**src/verilog/iro_pkg.sv**
```systemverilog
package iro_pkg;

    // Instruction word layout
    localparam int          IRO_IW         = 14;
    localparam logic [13:0] IRO_RETFI_CODE = 14'h0009;
    localparam logic [13:0] IRO_OPTLD_CODE = 14'h0062;
    localparam logic [13:0] IRO_NOP_MASK   = 14'h3FF9;
    localparam logic [13:0] IRO_NOP_CODE   = 14'h0000;

    // Interrupt control register field
    localparam int          IRO_IRQ_EN_BIT = 7;

    // Reset values
    localparam logic [7:0]  IRO_IRQCTL_RST = 8'h00;
    localparam logic [7:0]  IRO_OPTION_RST = 8'hFF;
    localparam logic [1:0]  IRO_PHASE_RST  = 2'h0;
    localparam logic [12:0] IRO_PC_RST     = 13'h0000;

    // Phase numbering within one instruction cycle
    localparam logic [1:0]  IRO_Q1 = 2'h0;
    localparam logic [1:0]  IRO_Q2 = 2'h1;
    localparam logic [1:0]  IRO_Q3 = 2'h2;
    localparam logic [1:0]  IRO_Q4 = 2'h3;

    typedef enum logic [1:0] {
        IRO_OP_OTHER,
        IRO_OP_NOP,
        IRO_OP_RETFI,
        IRO_OP_OPTLD
    } iro_op_t;

    typedef struct packed {
        logic        valid;
        logic [13:0] word;
    } iro_fetch_t;

    typedef struct packed {
        logic        pop;
        logic        load_pc;
        logic        flush;
    } iro_stack_t;

endpackage : iro_pkg

```
**src/verilog/iro_decoder.sv**
```systemverilog
// Function
// (RQ1) Return pops the stack into the PC in Q4 of its first cycle.
// (RQ2) Return sets the global interrupt enable, bit 7, in Q3 of cycle 1.
// (RQ3) Return is one word, two cycles, second cycle idle, no flags touched.
// (RQ4) Word 00 0000 0000 1001 decodes as return-from-interrupt.
// (RQ5) Option-load copies W into the option register in one cycle.
// (RQ6) Word 00 0000 0110 0010 is option-load; option stays file-accessible.
// (RQ7) Software should write option by file address, not by option-load.
// (RQ8) Word 00 0000 0000 0xx0 is a one-cycle no-operation, x bits ignored.
// (RQ9) In the idle cycle after return the prefetched word is discarded.
`timescale 1ns/10ps
`default_nettype none

module iro_decoder
    import iro_pkg::*;
(
    // Clock and reset
    input  wire logic        clock,
    input  wire logic        rst,
    // Phase and fetched instruction
    input  wire logic [1:0]  phase,
    input  wire iro_fetch_t  fetch,
    // Working register and file-register write port for the option register
    input  wire logic [7:0]  w_reg,
    input  wire logic        opt_file_we,
    input  wire logic [7:0]  opt_file_wdata,
    // Interrupt control file-register write port
    input  wire logic        irq_file_we,
    input  wire logic [7:0]  irq_file_wdata,
    // Stack and program counter
    input  wire logic [12:0] stack_top,
    output var iro_stack_t   stack_ctl,
    output logic [12:0]      pc_load_value,
    // Register contents
    output logic [7:0]       irq_control_reg,
    output logic [7:0]       option_reg,
    output logic             global_irq_enable,
    // Status
    output logic             status_we,
    output logic             idle_cycle
);

    function automatic iro_op_t iro_decode(input logic [13:0] w);
        if (w == IRO_RETFI_CODE)                              // RQ4
            return IRO_OP_RETFI;
        else if (w == IRO_OPTLD_CODE)                         // RQ6
            return IRO_OP_OPTLD;
        else if ((w & IRO_NOP_MASK) == IRO_NOP_CODE)          // RQ8
            return IRO_OP_NOP;
        else
            return IRO_OP_OTHER;
    endfunction : iro_decode

    logic second;
    logic retfi_active;

    // Decode is masked off in the idle cycle, so a prefetched word that
    // happens to be a return or option-load cannot act a second time
    wire iro_op_t    cur_op        = second ? IRO_OP_OTHER
                                            : iro_decode(fetch.word);
    wire logic       is_retfi      = fetch.valid && cur_op == IRO_OP_RETFI;
    wire logic       is_optld      = fetch.valid && cur_op == IRO_OP_OPTLD;
    wire logic       set_irq_en    = is_retfi && phase == IRO_Q3;   // RQ2
    wire logic       do_pop        = is_retfi && phase == IRO_Q4;   // RQ1
    wire logic       opt_write     = is_optld && phase == IRO_Q4;   // RQ5
    wire logic       end_cyc       = phase == IRO_Q4;

    // Software write first, then the hardware set laid over it, so a
    // same-phase write keeps its other bits but cannot drop the enable
    wire logic [7:0] irq_en_mask   = 8'h01 << IRO_IRQ_EN_BIT;
    wire logic [7:0] irq_wr_value  = irq_file_we ? irq_file_wdata
                                                 : irq_control_reg;
    wire logic [7:0] next_irq_ctrl = set_irq_en ? (irq_wr_value | irq_en_mask)
                                                : irq_wr_value;

    // Second cycle is marked from the pop edge until its own Q4
    always_ff @(posedge clock or posedge rst) begin
        if (rst)
            second <= 1'b0;
        else if (do_pop)
            second <= 1'b1;                                     // RQ3
        else if (second && end_cyc)
            second <= 1'b0;
    end

    always_ff @(posedge clock or posedge rst) begin
        if (rst)
            retfi_active <= 1'b0;
        else
            retfi_active <= is_retfi && phase != IRO_Q4;
    end

    // Hardware set wins over a concurrent software write
    always_ff @(posedge clock or posedge rst) begin
        if (rst)
            irq_control_reg <= IRO_IRQCTL_RST;
        else
            irq_control_reg <= next_irq_ctrl;                   // RQ2
    end

    // Instruction write wins over a file write in the same phase
    always_ff @(posedge clock or posedge rst) begin
        if (rst)
            option_reg <= IRO_OPTION_RST;
        else if (opt_write)
            option_reg <= w_reg;                                // RQ5
        else if (opt_file_we)
            option_reg <= opt_file_wdata;                       // RQ6 RQ7
    end

    always_ff @(posedge clock or posedge rst) begin
        if (rst)
            pc_load_value <= IRO_PC_RST;
        else if (do_pop)
            pc_load_value <= stack_top;                         // RQ1
    end

    assign global_irq_enable = irq_control_reg[IRO_IRQ_EN_BIT];
    assign stack_ctl.pop     = do_pop;                          // RQ1
    assign stack_ctl.load_pc = do_pop;
    assign stack_ctl.flush   = second;                          // RQ9
    assign idle_cycle        = second;                          // RQ3
    assign status_we         = 1'b0;                            // RQ3 RQ5

    // These checks rely on the core stepping phase once per edge; a
    // stalled or skipped phase would trip the cycle-count properties
    AST_IRQ_EN_BEFORE_POP: assert property (                     // RQ2
        @(posedge clock) disable iff (rst)
        set_irq_en |=> do_pop && global_irq_enable)
        else $error("enable not set one phase before pop");

    AST_POP_LOADS_PC: assert property (                          // RQ1
        @(posedge clock) disable iff (rst)
        do_pop |=> pc_load_value == $past(stack_top))
        else $error("pc not loaded from stack top");

    AST_IDLE_FOUR: assert property (                             // RQ3
        @(posedge clock) disable iff (rst)
        do_pop |=> second [*4] ##1 !second)
        else $error("second cycle not four phases");

    AST_NO_POP_IDLE: assert property (                           // RQ9
        @(posedge clock) disable iff (rst)
        second |-> !do_pop && !opt_write && !set_irq_en)
        else $error("activity during idle cycle");

    AST_RETFI_DECODE: assert property (                          // RQ4
        @(posedge clock) disable iff (rst)
        (fetch.valid && !second && fetch.word == 14'h0009
         && phase == IRO_Q4) |-> do_pop)
        else $error("return pattern not decoded");

    AST_OPTLD: assert property (                                 // RQ5
        @(posedge clock) disable iff (rst)
        opt_write |=> option_reg == $past(w_reg))
        else $error("option not loaded from W");

    AST_OPT_DECODE: assert property (                            // RQ6
        @(posedge clock) disable iff (rst)
        (fetch.valid && !second && fetch.word == 14'h0062
         && phase == IRO_Q4) |-> opt_write)
        else $error("option-load pattern not decoded");

    AST_NOP_QUIET: assert property (                             // RQ8
        @(posedge clock) disable iff (rst)
        (fetch.valid && (fetch.word & 14'h3FF9) == 14'h0000)
        |-> !do_pop && !opt_write && !set_irq_en)
        else $error("no-op caused activity");

    AST_NO_STATUS: assert property (                             // RQ3
        @(posedge clock) disable iff (rst)
        retfi_active |-> !status_we)
        else $error("status written");

    AST_POP_WITH_LOAD: assert property (                         // RQ1
        @(posedge clock) disable iff (rst)
        stack_ctl.pop |-> stack_ctl.load_pc && phase == IRO_Q4)
        else $error("pop outside Q4 or without pc load");

    // The PC value handed to the fetch path must not drift between pops
    AST_PC_STEADY: assert property (                             // RQ1
        @(posedge clock) disable iff (rst)
        !do_pop |=> pc_load_value == $past(pc_load_value))
        else $error("pc load value changed without a pop");

    AST_RETFI_Q3_SETS: assert property (                         // RQ2
        @(posedge clock) disable iff (rst)
        (fetch.valid && !second && fetch.word == 14'h0009
         && phase == IRO_Q3) |=> global_irq_enable)
        else $error("enable not set after Q3 of return");

    AST_IRQ_EN_STAYS: assert property (                          // RQ2
        @(posedge clock) disable iff (rst)
        global_irq_enable && !irq_file_we |=> global_irq_enable)
        else $error("enable cleared without a file write");

    AST_IDLE_ENDS: assert property (                             // RQ3
        @(posedge clock) disable iff (rst)
        $fell(idle_cycle) |-> phase == IRO_Q1)
        else $error("idle cycle did not end on a cycle boundary");

    AST_FLUSH_AFTER_POP: assert property (                       // RQ9
        @(posedge clock) disable iff (rst)
        $rose(stack_ctl.flush) |-> $past(do_pop))
        else $error("prefetch flush without a preceding pop");

    AST_OPT_STEADY: assert property (                            // RQ5
        @(posedge clock) disable iff (rst)
        !opt_write && !opt_file_we |=> option_reg == $past(option_reg))
        else $error("option changed without a write");

    AST_OPT_FILE: assert property (                              // RQ6
        @(posedge clock) disable iff (rst)
        opt_file_we && !opt_write |=> option_reg == $past(opt_file_wdata))
        else $error("option file write lost");

    AST_OPT_NO_IDLE: assert property (                           // RQ5
        @(posedge clock) disable iff (rst)
        opt_write |=> !idle_cycle)
        else $error("option-load took a second cycle");

    AST_NOP_NO_IDLE: assert property (                           // RQ8
        @(posedge clock) disable iff (rst)
        (fetch.valid && !second && (fetch.word & 14'h3FF9) == 14'h0000
         && phase == IRO_Q4) |=> !idle_cycle)
        else $error("no-op took a second cycle");

    AST_NO_STATUS_OPT: assert property (                         // RQ5
        @(posedge clock) disable iff (rst)
        opt_write |-> !status_we)
        else $error("status written by option-load");

endmodule : iro_decoder

`default_nettype wire

```
**config.mk**
```make
export PLATFORM = sky130hd
export DESIGN_NAME = iro_decoder
export DESIGN_NICKNAME = d
export VERILOG_FILES = /design/src/verilog/iro_pkg.sv /design/src/verilog/iro_decoder.sv
export SDC_FILE = /design/constraint.sdc
export NUM_CORES = 1
export LEC_CHECK = 0
export ABC_AREA = 1
export BUFFER_PORTS_ARGS = -buffer_cell sky130_fd_sc_hd__buf_2
export CORE_ASPECT_RATIO = 0.9
export CORE_MARGIN = 1.5
export CORE_UTILIZATION = 39
export DETAILED_ROUTE_END_ITERATION = 8
export PLACE_DENSITY = 0.76
export SLEW_MARGIN = 25
export SYNTH_ARGS = -nofsm -noshare
export SYNTH_HDL_FRONTEND = slang
export SYNTH_SLANG_ARGS = --single-unit
```
**constraint.sdc**
```tcl
create_clock -name clock -period 1.5 [get_ports clock]
set_input_delay 0.15 -clock clock [delete_from_list [all_inputs] [get_ports clock]]
set_output_delay 0.15 -clock clock [all_outputs]
set_load 0.03 [all_outputs]
```
## Word-level counts from Yosys, hierarchy flattened

Cells that the tools add are included.

- Equality and inequality tests: 6
- Muxes and demuxes: 10
- Reductions and logical operators: 10

Operators with widths:

| kind | number |
|---|---|
| $mux W8 | 4 |
| $eq A14 B4 Y1 const B | 1 |
| $eq A14 B7 Y1 const B | 1 |
| $logic_not A14 Y1 | 1 |
| $eq A2 B2 Y1 const B | 4 |
| $logic_and A1 B1 Y1 | 6 |
| $mux W2 | 3 |
| $reduce_bool A2 Y1 | 3 |
| $mux W1 | 3 |

- Register bits: 30
- Input port bits: 58
- Output and inout port bits: 35

## Longest topological paths before layout

Gate-level depths: netlist of run 1.

- Word-level depth: 9
- Mapped depth: 12

## Worst setup path before layout of run 1

No wires, ideal clock.

- Kind: reg2out
- From: register second (netlist: idle_cycle)
- To: output stack_ctl[1] (netlist name)
- Arrival time: 1.542 ns
- Path slack: -0.192 ns
- Stages on the path, launching flop included: 8
- Cells stage by stage: dfrtp_1 inv_1 nand4_1 a21oi_4 nand2_4 clkinv_2 buf_12 buf_4

- Cells in the longest elaborated chain, start to end: 4

RTL lines:

| what | line | text |
|---|---|---|
| from (decl) | iro_decoder.sv:54 | `logic second;` |
| from (signal assigned) | iro_decoder.sv:79 | `second <= 1'b0;` |
| from (signal assigned) | iro_decoder.sv:81 | `second <= 1'b1;` |
| from (signal assigned) | iro_decoder.sv:83 | `second <= 1'b0;` |
| $mux W2 | iro_decoder.sv:59 | `wire iro_op_t cur_op = second ? IRO_OP_OTHER` |
| $eq A2 B2 Y1 | iro_decoder.sv:61 | `wire logic is_retfi = fetch.valid && cur_op == IRO_OP_RETFI;` |
| $logic_and A1 B1 Y1 | iro_decoder.sv:61 |  |
| $logic_and A1 B1 Y1 | iro_decoder.sv:64 | `wire logic do_pop = is_retfi && phase == IRO_Q4;` |
| to (decl) | iro_decoder.sv:32 | `output var iro_stack_t stack_ctl,` |

Every way passes these cells.

==> flow_metrics.env, run 1 <==
export IMPL_post_route_period_util=0.978
export IMPL_p_seq_frac=0.476
export IMPL_switching_share=0.272
export IMPL_p_per_area_mw_per_mm2=827
export IMPL_drc_errors=0
export IMPL_n_fill_cell=368
export IMPL_antenna_found_initial=0
export IMPL_cp_start_kind="flip-flop"
export IMPL_holdWs_ps=70.6
export IMPL_grt_pass1_vias=1446
export IMPL_avgSynthCellArea_um2=7.77
export IMPL_syn_num_nets=262
export IMPL_yosysTopAreaCell="dfrtp_1"
export IMPL_final_util=0.589
export IMPL_finalHoldViolCount=0
export IMPL_root_buffer="clkbuf_8"
export IMPL_crit_type="reg -> out"
export IMPL_synth_adder_area_share=0
export IMPL_num_rows=21
export IMPL_initial_utilization=0.416
export IMPL_area_growth_pct=41.7
export IMPL_largest_reg_flops=13
export IMPL_status="finished clean"
export IMPL_required_ps=1350
export IMPL_max_freq_mhz=682
export IMPL_wirelength_um=3650
export IMPL_netSwitchingPower_uw=506
export IMPL_die_area_mm2=0.00446
export IMPL_num_antenna_cells=0
export IMPL_netlist_top_cells_area="dfrtp_1, nand2_1, dfstp_2"
export IMPL_cts_tree="yes"
export IMPL_synth_top_family_by_area="simple AND/OR/NAND/NOR gates"
export IMPL_slew_viol_final=0
export IMPL_hold_path_class="in -> reg"
export IMPL_internal_power_uw=1350
export IMPL_rsz0062_at_grt="true"
export IMPL_final_layout_size_suffix_gt1_frac=0.452
export IMPL_pin_count=93
export IMPL_drtIter0Drc=76
export IMPL_final_common_cell="nand2_1"
export IMPL_synth_edff_count=0
export IMPL_clkPwrFrac=0.352
export IMPL_end_kind="output port"
export IMPL_postSynthCellCount=204
export IMPL_cts_buffers=5
export IMPL_synth_area_mm2=0.00159
export IMPL_synth_xor_area_frac=0
export IMPL_total_leakage_power_uw=0.00142
export IMPL_insertion_delay_ps=270
export IMPL_worst_slack_ps=32.7
export IMPL_die_y_um=63.5
export IMPL_synthSimpleGateAreaFrac=0.399
export IMPL_cp_max_fo=4
export IMPL_synth_top_cell_area_share=0.347
export IMPL_port_buffers=91
export IMPL_grt_pass1_wl_um=6220
export IMPL_die_x_um=70.2
export IMPL_synth_cell_types=21
export IMPL_synthMuxAreaShare=0
export IMPL_clk_pin_slew_ps=60
export IMPL_postRouteAntennaNets=0
export IMPL_gp_congestion=0.872
export IMPL_vias=1567
export IMPL_dp_hpwl_um=2880
export IMPL_vdd_ir_drop_max_v=0.000454
export IMPL_ctsHtreeMaxLevel=2
export IMPL_wl_per_cell_um=10.4
export IMPL_dr_pass1_iters=5
export IMPL_dpl_worst_slack_ps=-1.10
export IMPL_core_area_mm2=0.00381
export IMPL_viasPerCell=4.46
export IMPL_fin_nets=362
export IMPL_yosysSeqAreaShare=0.480
export IMPL_finalCriticalPeriod_ps=1470
export IMPL_maxCapViolations=0
export IMPL_synth_seq_cells=30
export IMPL_ys_warn_count=0
export IMPL_grt_total_usage=0.173
export IMPL_synthArstFlopShare=1.00
export IMPL_synth_compound_area_frac=0.0245
export IMPL_grt_overflow=0
export IMPL_synth_ff_type="dfrtp_1"
export IMPL_fin_total_pwr_uw=1860
export IMPL_layout_common_cells="nand2_1, buf_2, dfrtp_1"
export IMPL_arrival_ps=1320
export IMPL_setup_violations=0
export IMPL_grt_start_max_net_pins=17
export IMPL_skew_ps=1.11
export IMPL_clock_sinks=30
export IMPL_p_comb_frac=0.172
export IMPL_cts_buffer_depth=2
## path summary, 6_finish.rpt
| path | end | slack (ps) | startpoint | cells past startpoint |
|---|---|---|---|---|
| min in group asynchronous | pc_load_value[3] | 460 | rst | 4 |
| setup / recovery | stack_ctl[1] | 30 | idle_cycle | 6 |
| hold / removal | pc_load_value[10] | 70 | stack_top[10] | 3 |
| hold reg to reg | irq_control_reg[1] | 470 | irq_control_reg[1] | 2 |
| max in group asynchronous | option_reg[5] | 800 | rst | 4 |
| setup reg to reg | option_reg[2] | 120 | idle_cycle | 9 |
## routing by layer
layer / GRT usage / up-vias / share of wire
li1: - / 810 / -
met1: 0.217 / 694 / 0.42
met2: 0.296 / 63 / 0.50
met3: 0.0496 / 0 / 0.078
met4: 0.0409 / 0 / 0
met5: 0 / - / 0
## power by group through the flow
stage	Combinational (uW)	Sequential, uW	Clock [uW]
CTS	322	884	676
detailed placement	320	898	0
floorplan	103	977	0
global placement	317	896	0
finish	320	884	654
global route	355	888	715
## cell families after synthesis
| logic type | after synthesis |
|---|---|
| compound gates | 3 |
| simple gates | 142 |
| other cells | 1 |
| buf+inv | 28 |
| flops | 30 |
## critical path, stage by stage, from the launching register on
cell and delay (ps):
dfrtp_2 410, inv_2 60, nand4_1 120, a21oi_4 180
nand2_4 80, clkinv_4 60, buf_6 120
## synth_stat cells, types with 2 or more instances
cell	count
nand2_4	4
nand2_2	9
inv_1	17
dfrtp_1	22
nor2_1	13
buf_4	5
nand2_1	96
nand4_1	2
dfstp_2	8
a21oi_4	2
nand3_1	16
## what timing repair did
| action | 4_1_cts | 5_1_grt |
|---|---|---|
| hold buffers | 1 | 0 |
| setup endpoints to repair | 2 | 2 |
| endpoints found under the hold margin | 22 | 0 |
| buffers inserted | 2 | 2 |
| gates resized for setup | 2 | 3 |
## area by class of cell
class                           count  area, um2  area share
Sequential cell                    30        762       0.339
Clock buffer                        7       86.3      0.0384
Timing Repair Buffer              103        586       0.261
Clock inverter                      1       5.00     0.00223
Tap cell                           46       57.6      0.0256
Inverter                           18       72.6      0.0323
Multi-Input combinational cell    146        677       0.301
## through the flow
| stage | cells | setup TNS (ps) | area [um2] |
|---|---|---|---|
| finish | 351 | 0 | 2250 |
| global route | 351 | -34.5 | 2250 |
| CTS | 349 | -22.8 | 2220 |
| detailed placement | 338 | -1.10 | 2100 |
| global placement | 338 | 0 | 2100 |
| floorplan | 204 | -120 | 1600 |
No activity file was read; power rests on OpenSTA's default activity.
==> run 2: changes to the inputs <==
--- a/config.mk
+++ b/config.mk
@@ -7,11 +7,13 @@
 export LEC_CHECK = 0
 export ABC_AREA = 1
 export BUFFER_PORTS_ARGS = -buffer_cell sky130_fd_sc_hd__buf_2
+export CELL_PAD_IN_SITES_DETAIL_PLACEMENT = 2
+export CELL_PAD_IN_SITES_GLOBAL_PLACEMENT = 2
 export CORE_ASPECT_RATIO = 0.9
 export CORE_MARGIN = 1.5
-export CORE_UTILIZATION = 39
+export CORE_UTILIZATION = 20
 export DETAILED_ROUTE_END_ITERATION = 8
-export PLACE_DENSITY = 0.76
+export PLACE_DENSITY_LB_ADDON = 0.1
 export SLEW_MARGIN = 25
 export SYNTH_ARGS = -nofsm -noshare
 export SYNTH_HDL_FRONTEND = slang
==> run 2 against run 1 <==
Worst hold slack better by 1.6 ps. Sequential power is essentially flat. Core utilization fell by 29 points. First-iteration DRC count shrank 78%. Clock-buffer cell count grew 1. Critical endpoint is now stack_ctl[2]. Critical path type unchanged.
==> flow_metrics.env, run 2 (synthesis results as in run 1) <==
export IMPL_dpl_worst_slack_ps=-10.6
export IMPL_antenna_found_initial=0
export IMPL_required_ps=1350
export IMPL_hp_start="stack_top[11]"
export IMPL_die_x_um=96.8
export IMPL_dr_pass1_iters=4
export IMPL_grt_overflow=0
export IMPL_postLayoutCellArea_mm2=0.00232
export IMPL_hold_path_class="in -> reg"
export IMPL_setup_violations=0
export IMPL_p_comb_frac=0.173
export IMPL_core_area_mm2=0.00762
export IMPL_clock_sinks=30
export IMPL_port_buffers=91
export IMPL_crit_type="reg -> out"
export IMPL_num_antenna_cells=0
export IMPL_root_buffer="clkbuf_8"
export IMPL_dp_hpwl_um=4020
export IMPL_max_freq_mhz=681
export IMPL_grt_total_usage=0.121
export IMPL_viasPerCell=4.03
export IMPL_critPathLaunch="idle_cycle"
export IMPL_regToRegStartpoint="idle_cycle"
export IMPL_initial_utilization=0.208
export IMPL_reg2regPathDepth=8
export IMPL_post_route_period_util=0.978
export IMPL_rsz0062_at_grt="true"
export IMPL_cts_buffer_depth=2
export IMPL_grt_pass1_wl_um=8200
export IMPL_gp_congestion=0.685
export IMPL_clk_pin_slew_ps=70
export IMPL_p_per_area_mw_per_mm2=815
export IMPL_final_layout_size_suffix_gt1_frac=0.455
export IMPL_tns_ps=0
export IMPL_hold_depth=3
export IMPL_status="finished clean"
export IMPL_cts_tree="yes"
export IMPL_internal_power_uw=1360
export IMPL_num_rows=30
export IMPL_postRouteAntennaNets=0
export IMPL_switching_share=0.282
export IMPL_largest_reg_flops=13
export IMPL_drc_errors=0
export IMPL_finalHoldViolCount=0
export IMPL_maxCapViolations=0
export IMPL_cts_buffers=5
export IMPL_path_delay_family="flip-flops"
export IMPL_cpPeakStageDelay_ps=410
export IMPL_slew_viol_final=0
export IMPL_worst_slack_ps=32.3
export IMPL_arrival_ps=1320
export IMPL_total_leakage_power_uw=0.00144
export IMPL_cp_num_buf_inv=3
export IMPL_p_seq_frac=0.468
export IMPL_final_util=0.304
export IMPL_finalCriticalPeriod_ps=1470
export IMPL_ctsHtreeMaxLevel=2
export IMPL_die_y_um=87.5
export IMPL_area_growth_pct=46.2
export IMPL_cp_cell_sequence="inv_2 > nand4_1 > a21oi_4 > nand2_4 > clkinv_4 > buf_6"
export IMPL_wl_per_cell_um=12.4
export IMPL_fin_nets=367
export IMPL_postPlaceCellArea_mm2=0.00217
export IMPL_pin_count=93
export IMPL_layout_common_cells="nand2_1, buf_2, dfrtp_1"
export IMPL_final_common_cell="nand2_1"
export IMPL_wirelength_um=5050
export IMPL_vdd_ir_drop_max_v=0.000295
export IMPL_grt_start_max_net_pins=31
export IMPL_skew_ps=4.48
export IMPL_cp_max_fo=3
export IMPL_vias=1636
export IMPL_netSwitchingPower_uw=532
export IMPL_crit_slowest_cell="dfrtp_2"
export IMPL_drtIter0Drc=17
export IMPL_cp_start_kind="flip-flop"
export IMPL_insertion_delay_ps=270
export IMPL_grt_pass1_vias=1755
export IMPL_cp_depth=6
export IMPL_end_kind="output port"
export IMPL_clkPwrFrac=0.359
export IMPL_die_area_mm2=0.00847
run 2: cell count changes in the layout (fill, tap and decap cells not counted):
cell,before,now
nand2_1,95,96
nand2_2,10,9
buf_4,9,16
clkinv_2,1,0
buf_12,2,0
clkbuf_1,1,2
run 2: through the flow:
step / std cells / power, uW / hold slack (ps)
after floorplan: 204 / 1080 / 235
after CTS: 404 / 1920 / 68.4
after global placement: 393 / 1230 / 270
final: 406 / 1890 / 72.1
after global routing: 406 / 2010 / 72.3
after detailed placement: 393 / 1230 / 268
run 2: final timing paths:
check	end	slack, ps
max in group asynchronous	option_reg[0]	650
max reg2reg	pc_load_value[12]	100
min	pc_load_value[11]	70
max	stack_ctl[2]	30
min in group asynchronous	pc_load_value[9]	530
min reg2reg	irq_control_reg[2]	470
run 2: layout make-up:
class / instances / area [um2]
clock buffer: 8 / 90.1
fill: 939 / 5300
inverter: 18 / 72.6
multi-input combinational: 146 / 674
sequential: 30 / 762
tap: 96 / 120
timing repair buffer: 108 / 598
run 2: tightest hold or removal path: stages:
cell and delay (ps):
buf_2 80, nand2_1 40, nand2_1 50
run 2: repair_timing:
action / in CTS / in global routing
endpoints found under the setup margin: 2 / 3
hold buffers: 1 / 0
pin swaps: 0 / 1
hold endpoints to repair: 22 / 0
resized for setup: 4 / 0
buffers inserted: 2 / 2
run 2: power by group through the flow:
stage	logic [uW]	clock network, uW	registers (uW)
CTS	335	702	886
floorplan	103	0	977
finish	326	678	884
global placement	327	0	899
global route	362	758	890
detailed placement	332	0	900
run 2: per-layer routing:
metal	GRT usage	vias up	routed length, um
li1	-	817	-
met5	0	-	0
met2	0.206	50	2410
met4	0.0237	0	17
met1	0.159	767	2370
met3	0.0289	2	253
==> run 3: changes to the inputs <==
--- a/config.mk
+++ b/config.mk
@@ -11,9 +11,11 @@
 export CELL_PAD_IN_SITES_GLOBAL_PLACEMENT = 2
 export CORE_ASPECT_RATIO = 0.9
 export CORE_MARGIN = 1.5
-export CORE_UTILIZATION = 20
+export CORE_UTILIZATION = 21
+export CTS_BUF_LIST = sky130_fd_sc_hd__clkbuf_4
 export DETAILED_ROUTE_END_ITERATION = 8
 export PLACE_DENSITY_LB_ADDON = 0.1
+export RECOVER_POWER = 100
 export SLEW_MARGIN = 25
 export SYNTH_ARGS = -nofsm -noshare
 export SYNTH_HDL_FRONTEND = slang
==> run 3 against run 2 <==
Flip-flop and latch count unchanged. Routed wire length increased by 1.5%. Sequential share of layout area decreased by 0.30 points. First-iteration DRC count increased by 18%. Global-route usage increased by 1.8 points. Final cell count increased by 1.5%. Largest power group unchanged. Combinational power decreased by 3%. Worst hold slack got worse by 51 ps. Clock skew increased by 3.3 ps. Non-clock buffer count increased by 9. The run now ends with setup timing left. Clock power decreased by 29%. Sequential power about the same.
==> flow_metrics.env, run 3 (synthesis results as in run 1) <==
export IMPL_status="finished, violations left"
export IMPL_violations="setup timing"
export IMPL_initial_utilization=0.221
export IMPL_wirelength_um=5120
export IMPL_switching_share=0.308
export IMPL_finalCriticalPeriod_ps=1530
export IMPL_maxCapViolations=0
export IMPL_ctsHtreeMaxLevel=2
export IMPL_grt_total_usage=0.139
export IMPL_drc_errors=0
export IMPL_die_x_um=94.6
export IMPL_p_seq_frac=0.525
export IMPL_grt_pass1_wl_um=8670
export IMPL_cp_max_fo=4
export IMPL_setup_violations=2
export IMPL_grt_overflow=0
export IMPL_cp_cell_sequence="inv_2 > nand4_1 > a21oi_4 > nand2_4 > clkinv_4 > buf_6"
export IMPL_final_layout_size_suffix_gt1_frac=0.370
export IMPL_postPlaceCellArea_mm2=0.00221
export IMPL_final_util=0.325
export IMPL_p_per_area_mw_per_mm2=721
export IMPL_antenna_found_initial=0
export IMPL_drtIter0Drc=20
export IMPL_tightest_slew_ps=502
export IMPL_post_route_period_util=1.02
export IMPL_root_buffer="clkbuf_4"
export IMPL_largest_reg_flops=13
export IMPL_die_area_mm2=0.00808
export IMPL_clk_pin_slew_ps=100
export IMPL_crit_slowest_cell="dfrtp_2"
export IMPL_cp_start_kind="flip-flop"
export IMPL_cts_buffers=5
export IMPL_n_fill_cell=886
export IMPL_final_seq_area_um2=762
export IMPL_arrival_ps=1380
export IMPL_end_kind="output port"
export IMPL_grt_pass1_vias=1834
export IMPL_slew_headroom=0.665
export IMPL_slew_viol_final=0
export IMPL_num_antenna_cells=0
export IMPL_clock_sinks=30
export IMPL_max_freq_mhz=652
export IMPL_postRouteAntennaNets=0
export IMPL_port_buffers=91
export IMPL_layout_common_cells="nand2_1, buf_2, clkbuf_1"
export IMPL_vias=1654
export IMPL_dp_hpwl_um=4080
export IMPL_internal_power_uw=1170
export IMPL_area_growth_pct=47.5
export IMPL_insertion_delay_ps=320
export IMPL_postLayoutCellArea_mm2=0.00234
export IMPL_p_comb_frac=0.188
export IMPL_multiInputGateArea_um2=688
export IMPL_finalHoldViolCount=0
export IMPL_final_common_cell="nand2_1"
export IMPL_clkPwrFrac=0.287
export IMPL_netSwitchingPower_uw=519
export IMPL_required_ps=1350
export IMPL_core_area_mm2=0.00718
export IMPL_cpPeakStageDelay_ps=430
export IMPL_dpl_worst_slack_ps=-21.3
export IMPL_cts_tree="yes"
export IMPL_cts_buffer_depth=2
export IMPL_viasPerCell=4.01
export IMPL_worst_slack_ps=-34.1
export IMPL_grt_start_max_net_pins=17
export IMPL_wl_per_cell_um=12.4
export IMPL_pin_count=93
export IMPL_gp_congestion=0.704
export IMPL_tns_ps=-67.0
export IMPL_vdd_ir_drop_max_v=0.000192
export IMPL_hold_path_class="in -> reg"
export IMPL_holdWs_ps=21.0
export IMPL_fin_nets=376
export IMPL_dr_pass1_iters=4
export IMPL_rsz0062_at_grt="true"
export IMPL_die_y_um=85.4
export IMPL_total_leakage_power_uw=0.00134
export IMPL_crit_type="reg -> out"
export IMPL_num_rows=29
export IMPL_skew_ps=7.79
==> run 3: cell types whose count changed in the layout (fill, tap and decap cells not counted), moves of 2 or more <==
cell	change
clkbuf_1	+31
buf_2	-32
clkbuf_4	+6
clkbuf_8	-5
dlygate4sd3_1	+2
nand2_2	+2
buf_6	+4
nand2_1	-2
==> run 3: path summary, 6_finish.rpt <==
kind,from,endpoint,slack (ps),cells after the start
max in group asynchronous,rst,option_reg[0],380,4
min in group asynchronous,rst,irq_control_reg[7],340,3
worst max register to register,idle_cycle,pc_load_value[5],40,9
worst min register to register,irq_control_reg[2],irq_control_reg[2],480,2
worst min-delay path,stack_top[9],pc_load_value[9],20,3
worst max-delay path,idle_cycle,stack_ctl[1],-30,6
==> run 3: power by group through the flow <==
stage	Combinational, uW	Sequential (uW)	Clock (uW)
2_1_floorplan	103	977	0
3_3_place_gp	329	897	0
3_5_place_dp	333	899	0
4_1_cts	340	885	518
5_1_grt	357	889	559
6_report	317	884	483
==> run 3: cell type report <==
type / count / area share
sequential: 30 / 0.326
multi-input combinational: 146 / 0.294
timing repair buffer: 117 / 0.276
tap: 93 / 0.0498
inverter: 18 / 0.0310
clock buffer: 6 / 0.0193
clock inverter: 2 / 0.00375
==> run 3: metrics by stage <==
step,std cells,power [uW]
floorplan,204,1080
global placement,393,1230
detailed placement,393,1230
CTS,409,1740
global route,412,1810
finish,412,1690
==> run 3: timing repair <==
item | CTS | global route
endpoints found under the hold margin | 4 | 0
pin swaps | 1 | 3
hold buffers | 3 | 0
resized for setup | 4 | 7
setup buffers | 5 | 3
setup endpoints to repair | 2 | 2
==> run 3: worst max-delay path: cells and delay by family (launching register included) <==
kind                   cells  cell delay [ps]
AND/OR/NAND/NOR            2              200
buffers and inverters      3              240
AO/OA/AOI/OAI              1              180
flip-flops                 1              430
==> run 3: routing by layer <==
layer  vias to the layer above  routed length (um)  share of wire  GRT usage
li1                        839                   -              -          -
met1                       756                2310           0.45      0.172
met2                        55                2430           0.47      0.231
met3                         4                 334          0.065     0.0403
met4                         0                  45         0.0088     0.0488
met5                         -                   0              0          0
